==> src/verilog/pcg_consts.vh <==
// constants for the processor clock generation block
`ifndef PCG_CONSTS_VH
`define PCG_CONSTS_VH

// ------------------------------------------------------------------
// register offsets (byte addresses on the apb bus)
// ------------------------------------------------------------------
`define PCG_OFF_CTRL        12'h000
`define PCG_OFF_STATUS      12'h004
`define PCG_OFF_FREQ        12'h008

// ------------------------------------------------------------------
// control field layout and reset values
// ------------------------------------------------------------------
`define PCG_CTRL_MULT_LSB   0
`define PCG_CTRL_MULT_MSB   3
`define PCG_CTRL_SPR_LSB    4
`define PCG_CTRL_SPR_MSB    5
`define PCG_CTRL_DBL_BIT    8
`define PCG_MULT_RESET      4'hD
`define PCG_SPR_RESET       2'h1
`define PCG_DBL_RESET       1'b1

// ------------------------------------------------------------------
// status field layout
// ------------------------------------------------------------------
`define PCG_ST_BUSY_BIT     8
`define PCG_ST_LOCK_BIT     9
`define PCG_ST_VAR_BIT      10
`define PCG_ST_BADSEL_BIT   16

// ------------------------------------------------------------------
// frequency plan: multiples of the 12.5 MHz step, and the crystal, in kHz
// ------------------------------------------------------------------
`define PCG_STEP_KHZ        32'h000030D4
`define PCG_MULT_MIN        4'h2
`define PCG_MULT_MAX        4'hD
`define PCG_XTAL_KHZ        32'h00009000
`define PCG_SLOW_MAX_MULT   4'h8

// ------------------------------------------------------------------
// spreader strength codes
// ------------------------------------------------------------------
`define PCG_SPR_OFF         2'h0
`define PCG_SPR_NORMAL      2'h1
`define PCG_SPR_STRONG      2'h2
`define PCG_SPR_BAD         2'h3

// ------------------------------------------------------------------
// timing: settle time after a lock report, and clock rate
// ------------------------------------------------------------------
`define PCG_CLK_MHZ         200
`define PCG_SETTLE_US       10
`define PCG_SETTLE_CYC      (`PCG_SETTLE_US * `PCG_CLK_MHZ)

`endif

==> src/verilog/pcg_lock_wait.v <==
// relock settle timer for the processor clock generation block
`timescale 1ns/1ps
`default_nettype none
`include "pcg_consts.vh"

module pcg_lock_wait (
    input  wire        clk_sys,
    input  wire        resetn,
    input  wire        start,
    input  wire        lock_s,
    output reg         done
);

    localparam integer SETTLE_LAST_INT = `PCG_SETTLE_CYC - 1;
    localparam [11:0]  SETTLE_LAST     = SETTLE_LAST_INT[11:0];

    reg        armed;
    reg [11:0] count;

    // ------------------------------------------------------------------
    // settle counter
    // ------------------------------------------------------------------
    // lock must stand unbroken for the whole settle time; any drop
    // restarts the count so a glitchy lock indication never commits
    always @(posedge clk_sys or negedge resetn) begin
        if (!resetn) begin
            armed <= 1'b0;
            count <= 12'h000;
            done  <= 1'b0;
        end else begin
            done <= 1'b0;
            if (start) begin
                armed <= 1'b1;
                count <= 12'h000;
            end else if (armed) begin
                if (!lock_s) begin
                    count <= 12'h000;
                end else if (count == SETTLE_LAST) begin
                    armed <= 1'b0;
                    done  <= 1'b1;   // relocked and settled
                end else begin
                    count <= count + 12'h001;
                end
            end
        end
    end

endmodule
`default_nettype wire

==> src/verilog/pcg_top.v <==
// processor clock generation control with apb register access
`timescale 1ns/1ps
`default_nettype none
`include "pcg_consts.vh"

module pcg_top (
    input  wire        clk_sys,
    input  wire        resetn,
    input  wire        psel,
    input  wire        penable,
    input  wire        pwrite,
    input  wire [11:0] paddr,
    input  wire [31:0] pwdata,
    output wire        pready,
    output wire        pslverr,
    output reg  [31:0] prdata,
    input  wire        variant_pll,
    input  wire        pll_locked,
    output reg  [3:0]  pll_mult,
    output reg         dbl_en,
    output reg  [1:0]  spread_mode,
    output reg         core_clk_en
);

    // ------------------------------------------------------------------
    // state codes of the relock sequencer
    // ------------------------------------------------------------------
    localparam [2:0] ST_IDLE   = 3'b001;
    localparam [2:0] ST_RELOCK = 3'b010;
    localparam [2:0] ST_COMMIT = 3'b100;

    // ------------------------------------------------------------------
    // declarations
    // ------------------------------------------------------------------
    reg  [2:0]  state;
    reg  [2:0]  next_state;
    reg  [3:0]  req_mult;        // software selection, held
    reg  [1:0]  req_spr;
    reg         req_dbl;
    reg         spr_written;     // spreader chosen explicitly
    reg  [3:0]  act_mult;        // applied selection
    reg  [1:0]  act_spr;
    reg         bad_sel;
    reg         var_meta;
    reg         var_sync;
    reg         lock_meta;
    reg         lock_sync;
    reg  [1:0]  sync_fill;       // marks both stages loaded
    reg         strap_taken;
    reg         is_pll;
    reg         relock_start;
    wire        relock_done;
    wire        wr_en;
    wire        rd_en;
    wire        hit_ctrl;
    wire        hit_status;
    wire        hit_freq;
    wire        mapped;
    wire [3:0]  wr_mult;
    wire [1:0]  wr_spr;
    wire        mult_ok;
    wire        spr_ok;
    wire        sel_ok;
    wire        pending;
    reg  [1:0]  eff_spr;
    reg  [31:0] freq_khz;
    reg  [31:0] rd_mux;

    // ------------------------------------------------------------------
    // apb decode
    // ------------------------------------------------------------------
    // the slave never stalls, so every access ends in its first
    // access-phase cycle; unmapped addresses answer with an error
    assign wr_en      = psel & penable & pwrite;
    assign rd_en      = psel & ~pwrite;
    assign hit_ctrl   = (paddr == `PCG_OFF_CTRL);
    assign hit_status = (paddr == `PCG_OFF_STATUS);
    assign hit_freq   = (paddr == `PCG_OFF_FREQ);
    assign mapped     = hit_ctrl | hit_status | hit_freq;
    assign pready     = 1'b1;
    assign pslverr    = psel & penable & ~mapped;

    // ------------------------------------------------------------------
    // selection check
    // ------------------------------------------------------------------
    // only whole steps inside the legal range are taken; anything else
    // leaves the stored selection alone and raises a sticky flag
    assign wr_mult = pwdata[`PCG_CTRL_MULT_MSB:`PCG_CTRL_MULT_LSB];
    assign wr_spr  = pwdata[`PCG_CTRL_SPR_MSB:`PCG_CTRL_SPR_LSB];
    assign mult_ok = (wr_mult >= `PCG_MULT_MIN) &&
                     (wr_mult <= `PCG_MULT_MAX);
    assign spr_ok  = (wr_spr != `PCG_SPR_BAD);
    assign sel_ok  = mult_ok & spr_ok;

    // ------------------------------------------------------------------
    // pin synchronisers
    // ------------------------------------------------------------------
    // both pins come from outside the clock domain
    always @(posedge clk_sys or negedge resetn) begin
        if (!resetn) begin
            var_meta  <= 1'b0;
            var_sync  <= 1'b0;
            lock_meta <= 1'b0;
            lock_sync <= 1'b0;
            sync_fill <= 2'h0;
        end else begin
            var_meta  <= variant_pll;
            var_sync  <= var_meta;
            lock_meta <= pll_locked;
            lock_sync <= lock_meta;
            sync_fill <= {sync_fill[0], 1'b1};
        end
    end

    // ------------------------------------------------------------------
    // variant strap
    // ------------------------------------------------------------------
    // caught once, when both stages hold the pin; reading the first
    // stage would let a metastable value decide the variant
    always @(posedge clk_sys or negedge resetn) begin
        if (!resetn) begin
            strap_taken <= 1'b0;
            is_pll      <= 1'b0;
        end else if (!strap_taken && sync_fill[1]) begin
            strap_taken <= 1'b1;
            is_pll      <= var_sync;
        end
    end

    // ------------------------------------------------------------------
    // configuration storage
    // ------------------------------------------------------------------
    // writes land here at once; the pll gets pll_mult as a relock starts, the spreader after it
    always @(posedge clk_sys or negedge resetn) begin
        if (!resetn) begin
            req_mult    <= `PCG_MULT_RESET;
            req_spr     <= `PCG_SPR_RESET;
            req_dbl     <= `PCG_DBL_RESET;
            spr_written <= 1'b0;
        end else if (wr_en && hit_ctrl && sel_ok) begin
            req_mult    <= wr_mult;
            req_spr     <= wr_spr;
            req_dbl     <= pwdata[`PCG_CTRL_DBL_BIT];
            spr_written <= 1'b1;
        end
    end

    // ------------------------------------------------------------------
    // sticky bad selection flag
    // ------------------------------------------------------------------
    // write one to clear; a fresh bad write in the same cycle wins
    always @(posedge clk_sys or negedge resetn) begin
        if (!resetn) begin
            bad_sel <= 1'b0;
        end else if (wr_en && hit_ctrl && !sel_ok) begin
            bad_sel <= 1'b1;
        end else if (wr_en && hit_status &&
                     pwdata[`PCG_ST_BADSEL_BIT]) begin
            bad_sel <= 1'b0;
        end
    end

    // ------------------------------------------------------------------
    // relock sequencer
    // ------------------------------------------------------------------
    // the doubler variant has no pll to relock, so its selection
    // is not stepped through here; only the pll variant waits
    assign pending = is_pll && strap_taken &&
                     ((req_mult != act_mult) || (req_spr != act_spr));

    always @* begin
        next_state = state;
        case (state)
            ST_IDLE: begin
                if (pending) begin
                    next_state = ST_RELOCK;
                end
            end
            ST_RELOCK: begin
                if (relock_done) begin
                    next_state = ST_COMMIT;
                end
            end
            ST_COMMIT: begin
                next_state = ST_IDLE;
            end
            default: begin
                next_state = ST_IDLE;
            end
        endcase
    end

    always @(posedge clk_sys or negedge resetn) begin
        if (!resetn) begin
            state        <= ST_IDLE;
            relock_start <= 1'b0;
            pll_mult     <= `PCG_MULT_RESET;
            act_mult     <= `PCG_MULT_RESET;
            act_spr      <= `PCG_SPR_RESET;
            core_clk_en  <= 1'b0;
        end else begin
            state        <= next_state;
            relock_start <= 1'b0;
            case (state)
                ST_IDLE: begin
                    // core follows the lock on the pll variant, and runs once the strap is taken on the doubler
                    core_clk_en <= is_pll ? lock_sync : strap_taken;
                    if (!is_pll) begin
                        act_mult <= req_mult;   // doubler applies at once
                        act_spr  <= req_spr;
                    end
                    if (pending) begin
                        pll_mult     <= req_mult;
                        relock_start <= 1'b1;
                        core_clk_en  <= 1'b0;   // hold core off the slew
                    end
                end
                ST_RELOCK: begin
                    core_clk_en <= 1'b0;
                end
                ST_COMMIT: begin
                    act_mult    <= pll_mult;
                    act_spr     <= req_spr;
                    core_clk_en <= 1'b1;
                end
                default: begin
                    core_clk_en <= 1'b0;
                end
            endcase
        end
    end

    // ------------------------------------------------------------------
    // settle timer
    // ------------------------------------------------------------------
    pcg_lock_wait u_lock_wait (
        .clk_sys (clk_sys),
        .resetn  (resetn),
        .start   (relock_start),
        .lock_s  (lock_sync),
        .done    (relock_done)
    );

    // ------------------------------------------------------------------
    // spreader strength
    // ------------------------------------------------------------------
    // untouched default spreads only at slow clocks; an explicit
    // choice is always honoured as written
    always @* begin
        if (spr_written) begin
            eff_spr = act_spr;
        end else if (is_pll && act_mult > `PCG_SLOW_MAX_MULT) begin
            eff_spr = `PCG_SPR_OFF;
        end else begin
            eff_spr = `PCG_SPR_NORMAL;
        end
    end

    // ------------------------------------------------------------------
    // drive the analog controls from flops
    // ------------------------------------------------------------------
    always @(posedge clk_sys or negedge resetn) begin
        if (!resetn) begin
            spread_mode <= `PCG_SPR_RESET;
            dbl_en      <= `PCG_DBL_RESET;
        end else begin
            spread_mode <= eff_spr;
            // doubler on the doubler variant follows software
            dbl_en      <= is_pll ? 1'b0 : req_dbl;
        end
    end

    // ------------------------------------------------------------------
    // applied frequency in kHz
    // ------------------------------------------------------------------
    // doubler variant: twice the crystal, or the crystal when bypassed
    always @* begin
        if (is_pll) begin
            freq_khz = {28'h0000000, act_mult} * `PCG_STEP_KHZ;
        end else if (req_dbl) begin
            freq_khz = `PCG_XTAL_KHZ + `PCG_XTAL_KHZ;
        end else begin
            freq_khz = `PCG_XTAL_KHZ;
        end
    end

    // ------------------------------------------------------------------
    // read data
    // ------------------------------------------------------------------
    always @* begin
        rd_mux = 32'h00000000;
        if (hit_ctrl) begin
            rd_mux[`PCG_CTRL_MULT_MSB:`PCG_CTRL_MULT_LSB] = req_mult;
            rd_mux[`PCG_CTRL_SPR_MSB:`PCG_CTRL_SPR_LSB]   = req_spr;
            rd_mux[`PCG_CTRL_DBL_BIT]                     = req_dbl;
        end else if (hit_status) begin
            rd_mux[`PCG_CTRL_MULT_MSB:`PCG_CTRL_MULT_LSB] = act_mult;
            rd_mux[`PCG_CTRL_SPR_MSB:`PCG_CTRL_SPR_LSB]   = eff_spr;
            rd_mux[`PCG_ST_BUSY_BIT]   = (state != ST_IDLE) | pending;
            rd_mux[`PCG_ST_LOCK_BIT]   = lock_sync;
            rd_mux[`PCG_ST_VAR_BIT]    = is_pll;
            rd_mux[`PCG_ST_BADSEL_BIT] = bad_sel;
        end else if (hit_freq) begin
            rd_mux = freq_khz;
        end
    end

    // read data is registered in the setup cycle, so it is stable
    // through the whole access phase
    always @(posedge clk_sys or negedge resetn) begin
        if (!resetn) begin
            prdata <= 32'h00000000;
        end else if (rd_en && !penable) begin
            prdata <= rd_mux;
        end
    end

endmodule
`default_nettype wire
==> config.mk <==
export PLATFORM = sky130hd
export DESIGN_NAME = pcg_top
export DESIGN_NICKNAME = d
export VERILOG_FILES = /design/src/verilog/pcg_lock_wait.v /design/src/verilog/pcg_top.v
export VERILOG_INCLUDE_DIRS = /design/src /design/src/verilog
export SDC_FILE = /design/constraint.sdc
export NUM_CORES = 1
export LEC_CHECK = 0
export BUFFER_PORTS_ARGS = -buffer_cell sky130_fd_sc_hd__buf_4
export CAP_MARGIN = 20
export CORE_ASPECT_RATIO = 1.2
export CORE_MARGIN = 2
export CORE_UTILIZATION = 27
export DETAILED_ROUTE_END_ITERATION = 16
export PLACE_DENSITY = 0.57
export SYNTH_ARGS = -nofsm -noshare
export SYNTH_HDL_FRONTEND = slang
export SYNTH_SLANG_ARGS = --single-unit
==> constraint.sdc <==
create_clock -name clk_sys -period 3.2 [get_ports clk_sys]
set_input_delay 0.64 -clock clk_sys [delete_from_list [all_inputs] [get_ports clk_sys]]
set_output_delay 0.64 -clock clk_sys [all_outputs]
set_load 0.1 [all_outputs]
==> results.json, run 1 <==
{
  "drt_iter0_markers": 144,
  "endpoint_kind": "flip-flop",
  "place_inst": 605,
  "ys_ff_latch": 67,
  "placementRows": 47,
  "min_path_cells": 0,
  "drtAntennaViolNets": 0,
  "start_kind": "flip-flop",
  "nets": 517,
  "synth_edf_count": 0,
  "gp_congestion": 0.868,
  "fin_crit_ns": 2.91,
  "yosysWarnings": 0,
  "worst_pin_slew_ns": 0.873,
  "coreArea_mm2": 0.0138,
  "wl_per_cell_um": 14.8,
  "synthSimpleGateAreaFrac_pct": 20.2,
  "synth-async-reset-ratio_pct": 100,
  "htreeDepth": 3,
  "cts_hold_buf": 0,
  "rsz0062_at_grt": "false",
  "stdcell_count": 621,
  "grt_first_pass_wirelength_mm": 15.6,
  "synth_xor_area_share_pct": 4.35,
  "cp.required_ns": 3.42,
  "path_max_fanout": 7,
  "area_delta_synth_final_pct": 22.4,
  "ys_seq_area_share_pct": 44.3,
  "root_buffer": "clkbuf_16",
  "wirelength_mm": 9.18,
  "diodes": 0,
  "start_util_pct": 27.7,
  "fmax_mhz": 343,
  "synth_top_family_by_area": "simple AND/OR/NAND/NOR gates",
  "mostFrequentLayoutCell": "buf_4",
  "clock_sinks": 67,
  "r2r_slack_ns": 0.29,
  "ys.flop_type": "dfrtp_1",
  "grt_max_degree": 68,
  "syn-cell-area_mm2": 0.00383,
  "dr.pass1.iters": 4,
  "fin_total_pwr_uw": 2220,
  "clk-insertion-delay-late_ns": 0.33,
  "die_x_um": 113,
  "path_clk_slew_ns": 0.06,
  "synth.avg_cell_area_um2": 9.91,
  "hp-start": "sync_fill[0]",
  "synth_fa_ha_area_share_pct": 6.87,
  "synth_compound_area_share_pct": 12.3,
  "r2r_start": "act_mult[2]",
  "drc": 0,
  "crit_type": "flip-flop to flip-flop",
  "cts_tree": "done",
  "whs_ns": 0.345,
  "crit_start": "act_mult[2]",
  "grt_usage_pct": 12.8,
  "synth_cell_types": 56,
  "power_density_mw_per_mm2": 473,
  "numPortBuffers": 53,
  "period_share_pct": 91.0,
  "fin_skew_ns": 0.0105,
  "post_cts_resized": 0,
  "hold_end": "sync_fill[1]",
  "hold_viol": 0,
  "max_cap_viol_count": 0,
  "cts_setup_buffers": 0,
  "grt-ovfl-total": 0,
  "dr_total_vias": 3019,
  "drive_gt1_share_pct": 26.0,
  "slew_violations": 0,
  "cts_buffer_depth": 2,
  "synthCells": 386,
  "slew_headroom_pct": 41.8,
  "status": "complete, no violations",
  "hp-class": "flip-flop to flip-flop",
  "setup_viol": 0,
  "die_y_um": 134,
  "io_pins": 93,
  "synth_mux_area_share_pct": 6.80,
  "r2r_cells": 10,
  "place_hpwl_mm": 6.84,
  "peakVddDrop_uv": 260,
  "antenna_found_initial": 0,
  "cts_buffers": 9,
  "arrival_ns": 3.13,
  "vias_per_cell": 4.86,
  "die_area_mm2": 0.0151,
  "fin_tns_setup_ns": 0,
  "power.leakage_uw": 0.00219,
  "grt_pass1_vias": 3093,
  "final_cell_mix": "58 x buf_4, 52 x dfrtp_1, 39 x nand2_1, 31 x nor2_1, 29 x o21ai_0",
  "reg2reg_to": "prdata[14]"
}
==> sequential cells by signal, indices dropped and copies added, names as in the netlist, 2 cells and up <==
name               count
prdata                18
pll_mult               4
act_mult               4
u_lock_wait.count     12
req_mult               4
state                  3
req_spr                2
spread_mode            2
act_spr                2
sync_fill              2
==> cell usage after synthesis (3+ instances only) <==
| library cell | number | area, um^2 |
|---|---|---|
| mux2i_1 | 8 | 80.1 |
| dfrtp_1 | 52 | 1300 |
| o41ai_1 | 3 | 26.3 |
| o31ai_1 | 4 | 30.0 |
| xor2_1 | 13 | 114 |
| inv_1 | 12 | 45.0 |
| or2_2 | 3 | 18.8 |
| nor3b_1 | 3 | 22.5 |
| ha_1 | 21 | 263 |
| nand2b_1 | 3 | 18.8 |
| nor2_1 | 31 | 116 |
| nor4_4 | 3 | 63.8 |
| mux2_2 | 16 | 180 |
| clkbuf_1 | 7 | 26.3 |
| xnor2_1 | 6 | 52.6 |
| nand3_1 | 20 | 100 |
| nor2b_1 | 7 | 43.8 |
| nand4_1 | 8 | 50.1 |
| or3_1 | 4 | 25.0 |
| o21ai_0 | 29 | 145 |
| nand2_1 | 39 | 146 |
| dfstp_2 | 15 | 394 |
| a21o_1 | 4 | 30.0 |
| a21oi_1 | 12 | 60.1 |
| a22oi_1 | 3 | 22.5 |
| a31oi_1 | 3 | 18.8 |
| buf_4 | 15 | 113 |
| and2_1 | 6 | 37.5 |
==> stage by stage <==
stage / util [%] / instance area, um^2 / setup slack (ns)
after floorplan: - / 3880 / 0.255
after global placement: 31.7 / 4380 / 0.361
after detailed placement: 31.7 / 4380 / 0.323
after CTS: 33.9 / 4680 / 0.300
after global routing: 33.9 / 4680 / 0.139
final: 33.9 / 4680 / 0.287
==> critical path, stage by stage, from the launching register on <==
cell and delay, ns:
dfstp_2 0.53, inv_1 0.05, ha_1 0.27, inv_1 0.04, ha_1 0.30, ha_1 0.34, and2_1 0.20, a221oi_2 0.49
a21oi_1 0.16, xor2_1 0.17, a31o_2 0.25
==> routing by layer <==
| layer | part of all wire [%] | global-route usage [%] |
|---|---|---|
| met1 | 41 | 15.3 |
| met5 | 0 | 0 |
| met4 | 1.3 | 4.88 |
| met2 | 53 | 22.1 |
| met3 | 4.6 | 3.39 |
==> worst max path at each step <==
stage / endpoint / cells after the start
2_1_floorplan: pslverr / 3
3_3_place_gp: prdata[14] / 10
3_5_place_dp: prdata[14] / 9
4_1_cts: prdata[14] / 9
5_1_grt: prdata[14] / 9
6_report: prdata[14] / 10
==> final cells by class <==
type	count	area, um^2
Fill cell	1406	9140
Multi-Input combinational cell	297	1990
Sequential cell	67	1700
Timing Repair Buffer	58	435
Clock buffer	10	229
Tap cell	171	214
Clock inverter	6	72.6
Inverter	12	45.0
==> kinds of logic after synthesis <==
kind of cell	Yosys count
AO/OA/AOI/OAI	74
XOR/XNOR	19
adder cells (fa/ha/maj)	21
buffers and inverters	36
flip-flops	67
multiplexers	24
other	2
AND/OR/NAND/NOR	143
==> where the power goes <==
group	switching [uW]	total, uW	internal, uW
clock	388	999	611
combinational	250	317	67.1
sequential	25.3	900	875
total	663	2220	1550
Power figures use the tool's default switching activity.
==> run 2: changes to the inputs <==
--- a/config.mk
+++ b/config.mk
@@ -10,9 +10,10 @@
 export CAP_MARGIN = 20
 export CORE_ASPECT_RATIO = 1.2
 export CORE_MARGIN = 2
-export CORE_UTILIZATION = 27
+export CORE_UTILIZATION = 40
 export DETAILED_ROUTE_END_ITERATION = 16
-export PLACE_DENSITY = 0.57
+export PLACE_DENSITY = 0.74
+export SKIP_CTS_REPAIR_TIMING = 1
 export SYNTH_ARGS = -nofsm -noshare
 export SYNTH_HDL_FRONTEND = slang
 export SYNTH_SLANG_ARGS = --single-unit
==> results.json, run 2 (synthesis gave the netlist of run 1 again) <==
{
  "status": "complete, no violations",
  "grt_usage_pct": 17.0,
  "nets": 516,
  "coreArea_mm2": 0.00942,
  "reg_top3": "prdata: 18 flops, u_lock_wait.count: 12 flops",
  "power_density_mw_per_mm2": 476,
  "max_cap_viol_count": 0,
  "place_inst": 556,
  "period_share_pct": 91.2,
  "die_y_um": 111,
  "htreeDepth": 3,
  "area_delta_synth_final_pct": 20.7,
  "dr.pass1.iters": 4,
  "dr_total_vias": 3015,
  "grt-ovfl-total": 0,
  "root_buffer": "clkbuf_16",
  "crit_chain": "inv_1 > ha_1 > inv_1 > ha_1 > ha_1 > and2_1 > a221oi_2 > o211ai_1 > xnor2_1 > o22ai_1",
  "start_util_pct": 40.6,
  "cts_tree": "done",
  "io_pins": 93,
  "drtAntennaViolNets": 0,
  "slew_headroom_pct": 46.1,
  "peakVddDrop_uv": 282,
  "antenna_found_initial": 0,
  "fin_crit_ns": 2.92,
  "hp-class": "flip-flop to flip-flop",
  "crit_path_frequent_cell": "ha_1",
  "crit_type": "flip-flop to flip-flop",
  "critPathMaxStageDelay_ns": 0.52,
  "pwr-share-clk_pct": 44.8,
  "start_kind": "flip-flop",
  "numPortBuffers": 53,
  "internal-power_uw": 1570,
  "regMostFlops": "prdata",
  "arrival_ns": 3.12,
  "drive_gt1_share_pct": 26.1,
  "seqPwrFrac_pct": 41.0,
  "grt_first_pass_wirelength_mm": 14.0,
  "grt_pass1_vias": 2946,
  "slowest_stage": "dfstp_2",
  "clock_sinks": 67,
  "wirelength_mm": 8.51,
  "diodes": 0,
  "final_cell_mix": "57 x buf_4, 52 x dfrtp_1, 39 x nand2_1, 31 x nor2_1, 29 x o21ai_0",
  "swShare_pct": 28.8,
  "place_hpwl_mm": 6.27,
  "slew_violations": 0,
  "rsz0062_at_grt": "false",
  "power.leakage_uw": 0.00219,
  "worst_pin_slew_ns": 0.809,
  "hold_viol": 0,
  "wl_per_cell_um": 14.9,
  "cts_buffers": 9,
  "cp.required_ns": 3.40,
  "mostFrequentLayoutCell": "buf_4",
  "gp_congestion": 0.864,
  "setup_viol": 0,
  "p_switching_uw": 633,
  "fin_skew_ns": 0.00574,
  "drt_iter0_markers": 126,
  "combinationalPowerShare_pct": 14.2,
  "fmax_mhz": 343,
  "cts_buffer_depth": 2,
  "n_fill_cell": 849,
  "drc": 0,
  "crit_buf_inv": 2,
  "r2r_slack_ns": 0.28,
  "path_max_fanout": 7,
  "cp_top_family": "adder cells",
  "largest_reg_flops": 18,
  "path_clk_slew_ns": 0.06,
  "vias_per_cell": 5.27,
  "die_area_mm2": 0.0104,
  "clk-insertion-delay-late_ns": 0.33,
  "placementRows": 39,
  "grt_max_degree": 68,
  "die_x_um": 93.3,
  "fin_tns_setup_ns": 0,
  "endpoint_kind": "flip-flop",
  "stdcell_count": 572
}
[run 2: worst reg2reg max path: stages, from the launching register on]
cell and delay [ns]:
dfstp_2 0.52, inv_1 0.06, ha_1 0.28, inv_1 0.04, ha_1 0.30, ha_1 0.34
and2_1 0.20, a221oi_2 0.48, o211ai_1 0.16, xnor2_1 0.27, o22ai_1 0.14
[run 2: path summary, 6_finish.rpt]
kind                                  start                    to  cells past startpoint
worst max register to register  act_mult[2]            prdata[16]                     10
worst min-delay path              lock_meta             lock_sync                      0
min in group asynchronous            resetn  u_lock_wait.count[7]                      1
worst min register to register    lock_meta             lock_sync                      0
max in group asynchronous            resetn                is_pll                      1
worst max-delay path            act_mult[2]            prdata[16]                     10
[run 2: power by group through the flow]
stage | Sequential, uW | Combinational, uW | Clock (uW)
after floorplan | 987 | 168 | 0
after global placement | 913 | 311 | 0
after detailed placement | 914 | 314 | 0
after CTS | 901 | 315 | 1000
after global routing | 904 | 332 | 1040
final | 900 | 313 | 985
[run 2: area by class of cell]
type                    count  area, um^2  area share (%)
repair buffers             57         428            9.27
flip-flops and latches     67        1700            36.7
inverters                  12        45.0           0.975
clock buffers              10         239            5.17
multi-input cells         297        1990            43.1
well taps                 123         154            3.33
clock inverters             6        65.1            1.41
[run 2: stage by stage]
stage                     hold WS [ns]  utilization (%)  area [um^2]  worst slack (ns)  power [uW]
final                            0.347             49.0         4620             0.281        2200
after global routing             0.357             49.0         4620             0.121        2280
after CTS                        0.348             49.0         4620             0.306        2220
after detailed placement         0.336             45.8         4310             0.345        1230
after global placement           0.335             45.8         4310             0.353        1220
after floorplan                  0.331                -         3880             0.255        1150
[run 2: layer usage]
layer	vias to the layer above	part of all wire, %	routed length [um]	GRT usage [%]
li1	1462	-	-	-
met1	1440	42	3550	20.7
met2	95	51	4370	28.2
met3	18	4.4	374	3.81
met4	0	2.5	209	7.84
met5	-	0	0	0
==> run 3: changes to the inputs <==
==> constraint.sdc (replaced) <==
create_clock -name clk_sys -period 3.2 [get_ports clk_sys]
set_input_delay 0.32 -clock clk_sys [delete_from_list [all_inputs] [get_ports clk_sys]]
set_output_delay 0.32 -clock clk_sys [all_outputs]
set_load 0.1 [all_outputs]
==> results.json, run 3 (synthesis gave the netlist of run 1 again) <==
{
  "fin_tns_setup_ns": 0,
  "regArea_mm2": 0.00170,
  "start_util_pct": 40.6,
  "clock_sinks": 67,
  "nets": 515,
  "regMostFlops": "prdata",
  "grt-ovfl-total": 0,
  "r2r_cells": 10,
  "multi_input_area_mm2": 0.00199,
  "whs_ns": 0.0931,
  "hold_viol": 0,
  "io_pins": 93,
  "drt_iter0_markers": 98,
  "die_y_um": 111,
  "fin_skew_ns": 0.00543,
  "n_fill_cell": 878,
  "grt_max_degree": 68,
  "wl_per_cell_um": 15.2,
  "grt_pass1_vias": 3009,
  "crit_type": "flip-flop to flip-flop",
  "reg_top3": "prdata: 18 flops, u_lock_wait.count: 12 flops",
  "die_x_um": 93.3,
  "path_clk_slew_ns": 0.06,
  "diodes": 0,
  "worst_pin_slew_ns": 0.810,
  "htreeDepth": 3,
  "final_cell_mix": "56 x buf_4, 52 x dfrtp_1, 39 x nand2_1, 31 x nor2_1, 29 x o21ai_0",
  "p_switching_uw": 613,
  "dpl-instance-area_mm2": 0.00431,
  "status": "complete, no violations",
  "dr_total_vias": 3014,
  "path_max_fanout": 7,
  "drive_gt1_share_pct": 25.3,
  "die_area_mm2": 0.0104,
  "cts_tree": "done",
  "clk-insertion-delay-late_ns": 0.33,
  "place_inst": 555,
  "seqPwrFrac_pct": 43.0,
  "endpoint_kind": "flip-flop",
  "cts_buffers": 9,
  "root_buffer": "clkbuf_16",
  "reg2reg_to": "prdata[16]",
  "max_cap_viol_count": 0,
  "fin_crit_ns": 2.94,
  "rsz0062_at_grt": "false",
  "place_hpwl_mm": 6.43,
  "arrival_ns": 3.13,
  "cts_buffer_depth": 2,
  "power_density_mw_per_mm2": 458,
  "drtAntennaViolNets": 0,
  "vias_per_cell": 5.29,
  "wirelength_mm": 8.68,
  "mostFrequentLayoutCell": "buf_4",
  "start_kind": "flip-flop",
  "r2r_slack_ns": 0.26,
  "gp_congestion": 0.887,
  "power.leakage_uw": 0.00217,
  "stdcell_count": 570,
  "drc": 0,
  "r2r_start": "act_mult[2]",
  "hp-class": "primary input to asynchronous set/reset pin",
  "dr.pass1.iters": 4,
  "setup_viol": 0,
  "pwr-share-clk_pct": 42.0,
  "numPortBuffers": 53,
  "cp.required_ns": 3.40,
  "slew_headroom_pct": 46.0,
  "grt_first_pass_wirelength_mm": 14.4,
  "period_share_pct": 91.8,
  "slew_violations": 0,
  "peakVddDrop_uv": 233,
  "fin_total_pwr_uw": 2090,
  "grt_usage_pct": 17.6,
  "swShare_pct": 29.3,
  "finalInstanceArea_mm2": 0.00457,
  "coreArea_mm2": 0.00942,
  "largest_reg_flops": 18,
  "placementRows": 39,
  "fmax_mhz": 341,
  "antenna_found_initial": 0,
  "internal-power_uw": 1480,
  "area_delta_synth_final_pct": 19.5,
  "combinationalPowerShare_pct": 15.0
}
run 3: layout make-up:
class | instances | area share (%)
clock inverters | 3 | 0.383
repair buffers | 56 | 9.20
multi-input cells | 297 | 43.6
inverters | 12 | 0.985
clock buffers | 12 | 5.39
well taps | 123 | 3.37
flip-flops and latches | 67 | 37.1
run 3: stage by stage:
| stage | setup WS (ns) | utilization (%) |
|---|---|---|
| floorplan | 0.345 | - |
| global placement | 0.362 | 45.7 |
| detailed placement | 0.323 | 45.7 |
| CTS | 0.296 | 48.5 |
| global route | 0.122 | 48.5 |
| finish | 0.264 | 48.5 |
run 3: worst max path at each step:
stage,start,end,depth (start not counted)
after CTS,act_mult[2],prdata[16],10
final,act_mult[2],prdata[16],10
after detailed placement,act_mult[3],prdata[16],9
after floorplan,act_mult[2],prdata[14],10
after global routing,act_mult[2],prdata[16],10
after global placement,act_mult[2],prdata[16],10
run 3: routing by layer:
layer,up-vias,global-route usage [%],routed length [um]
met1,1454,20.7,3510
li1,1459,-,-
met4,0,7.75,241
met2,81,30.3,4570
met3,20,3.94,364
met5,-,0,0
run 3: worst max-delay path, cell delays in order (launching register included):
cell      delay (ns)
dfstp_2         0.52
inv_1           0.05
ha_1            0.27
inv_1           0.04
ha_1            0.30
ha_1            0.35
and2_1          0.20
a221oi_2        0.47
o211ai_1        0.16
xnor2_1         0.30
o22ai_1         0.14
run 3: power by group through the flow:
stage               clock [uW]  sequential, uW  combinational [uW]
global placement             0             913                 311
global route               937             904                 336
floorplan                    0             987                 168
CTS                        900             900                 316
finish                     879             901                 314
detailed placement           0             914                 315
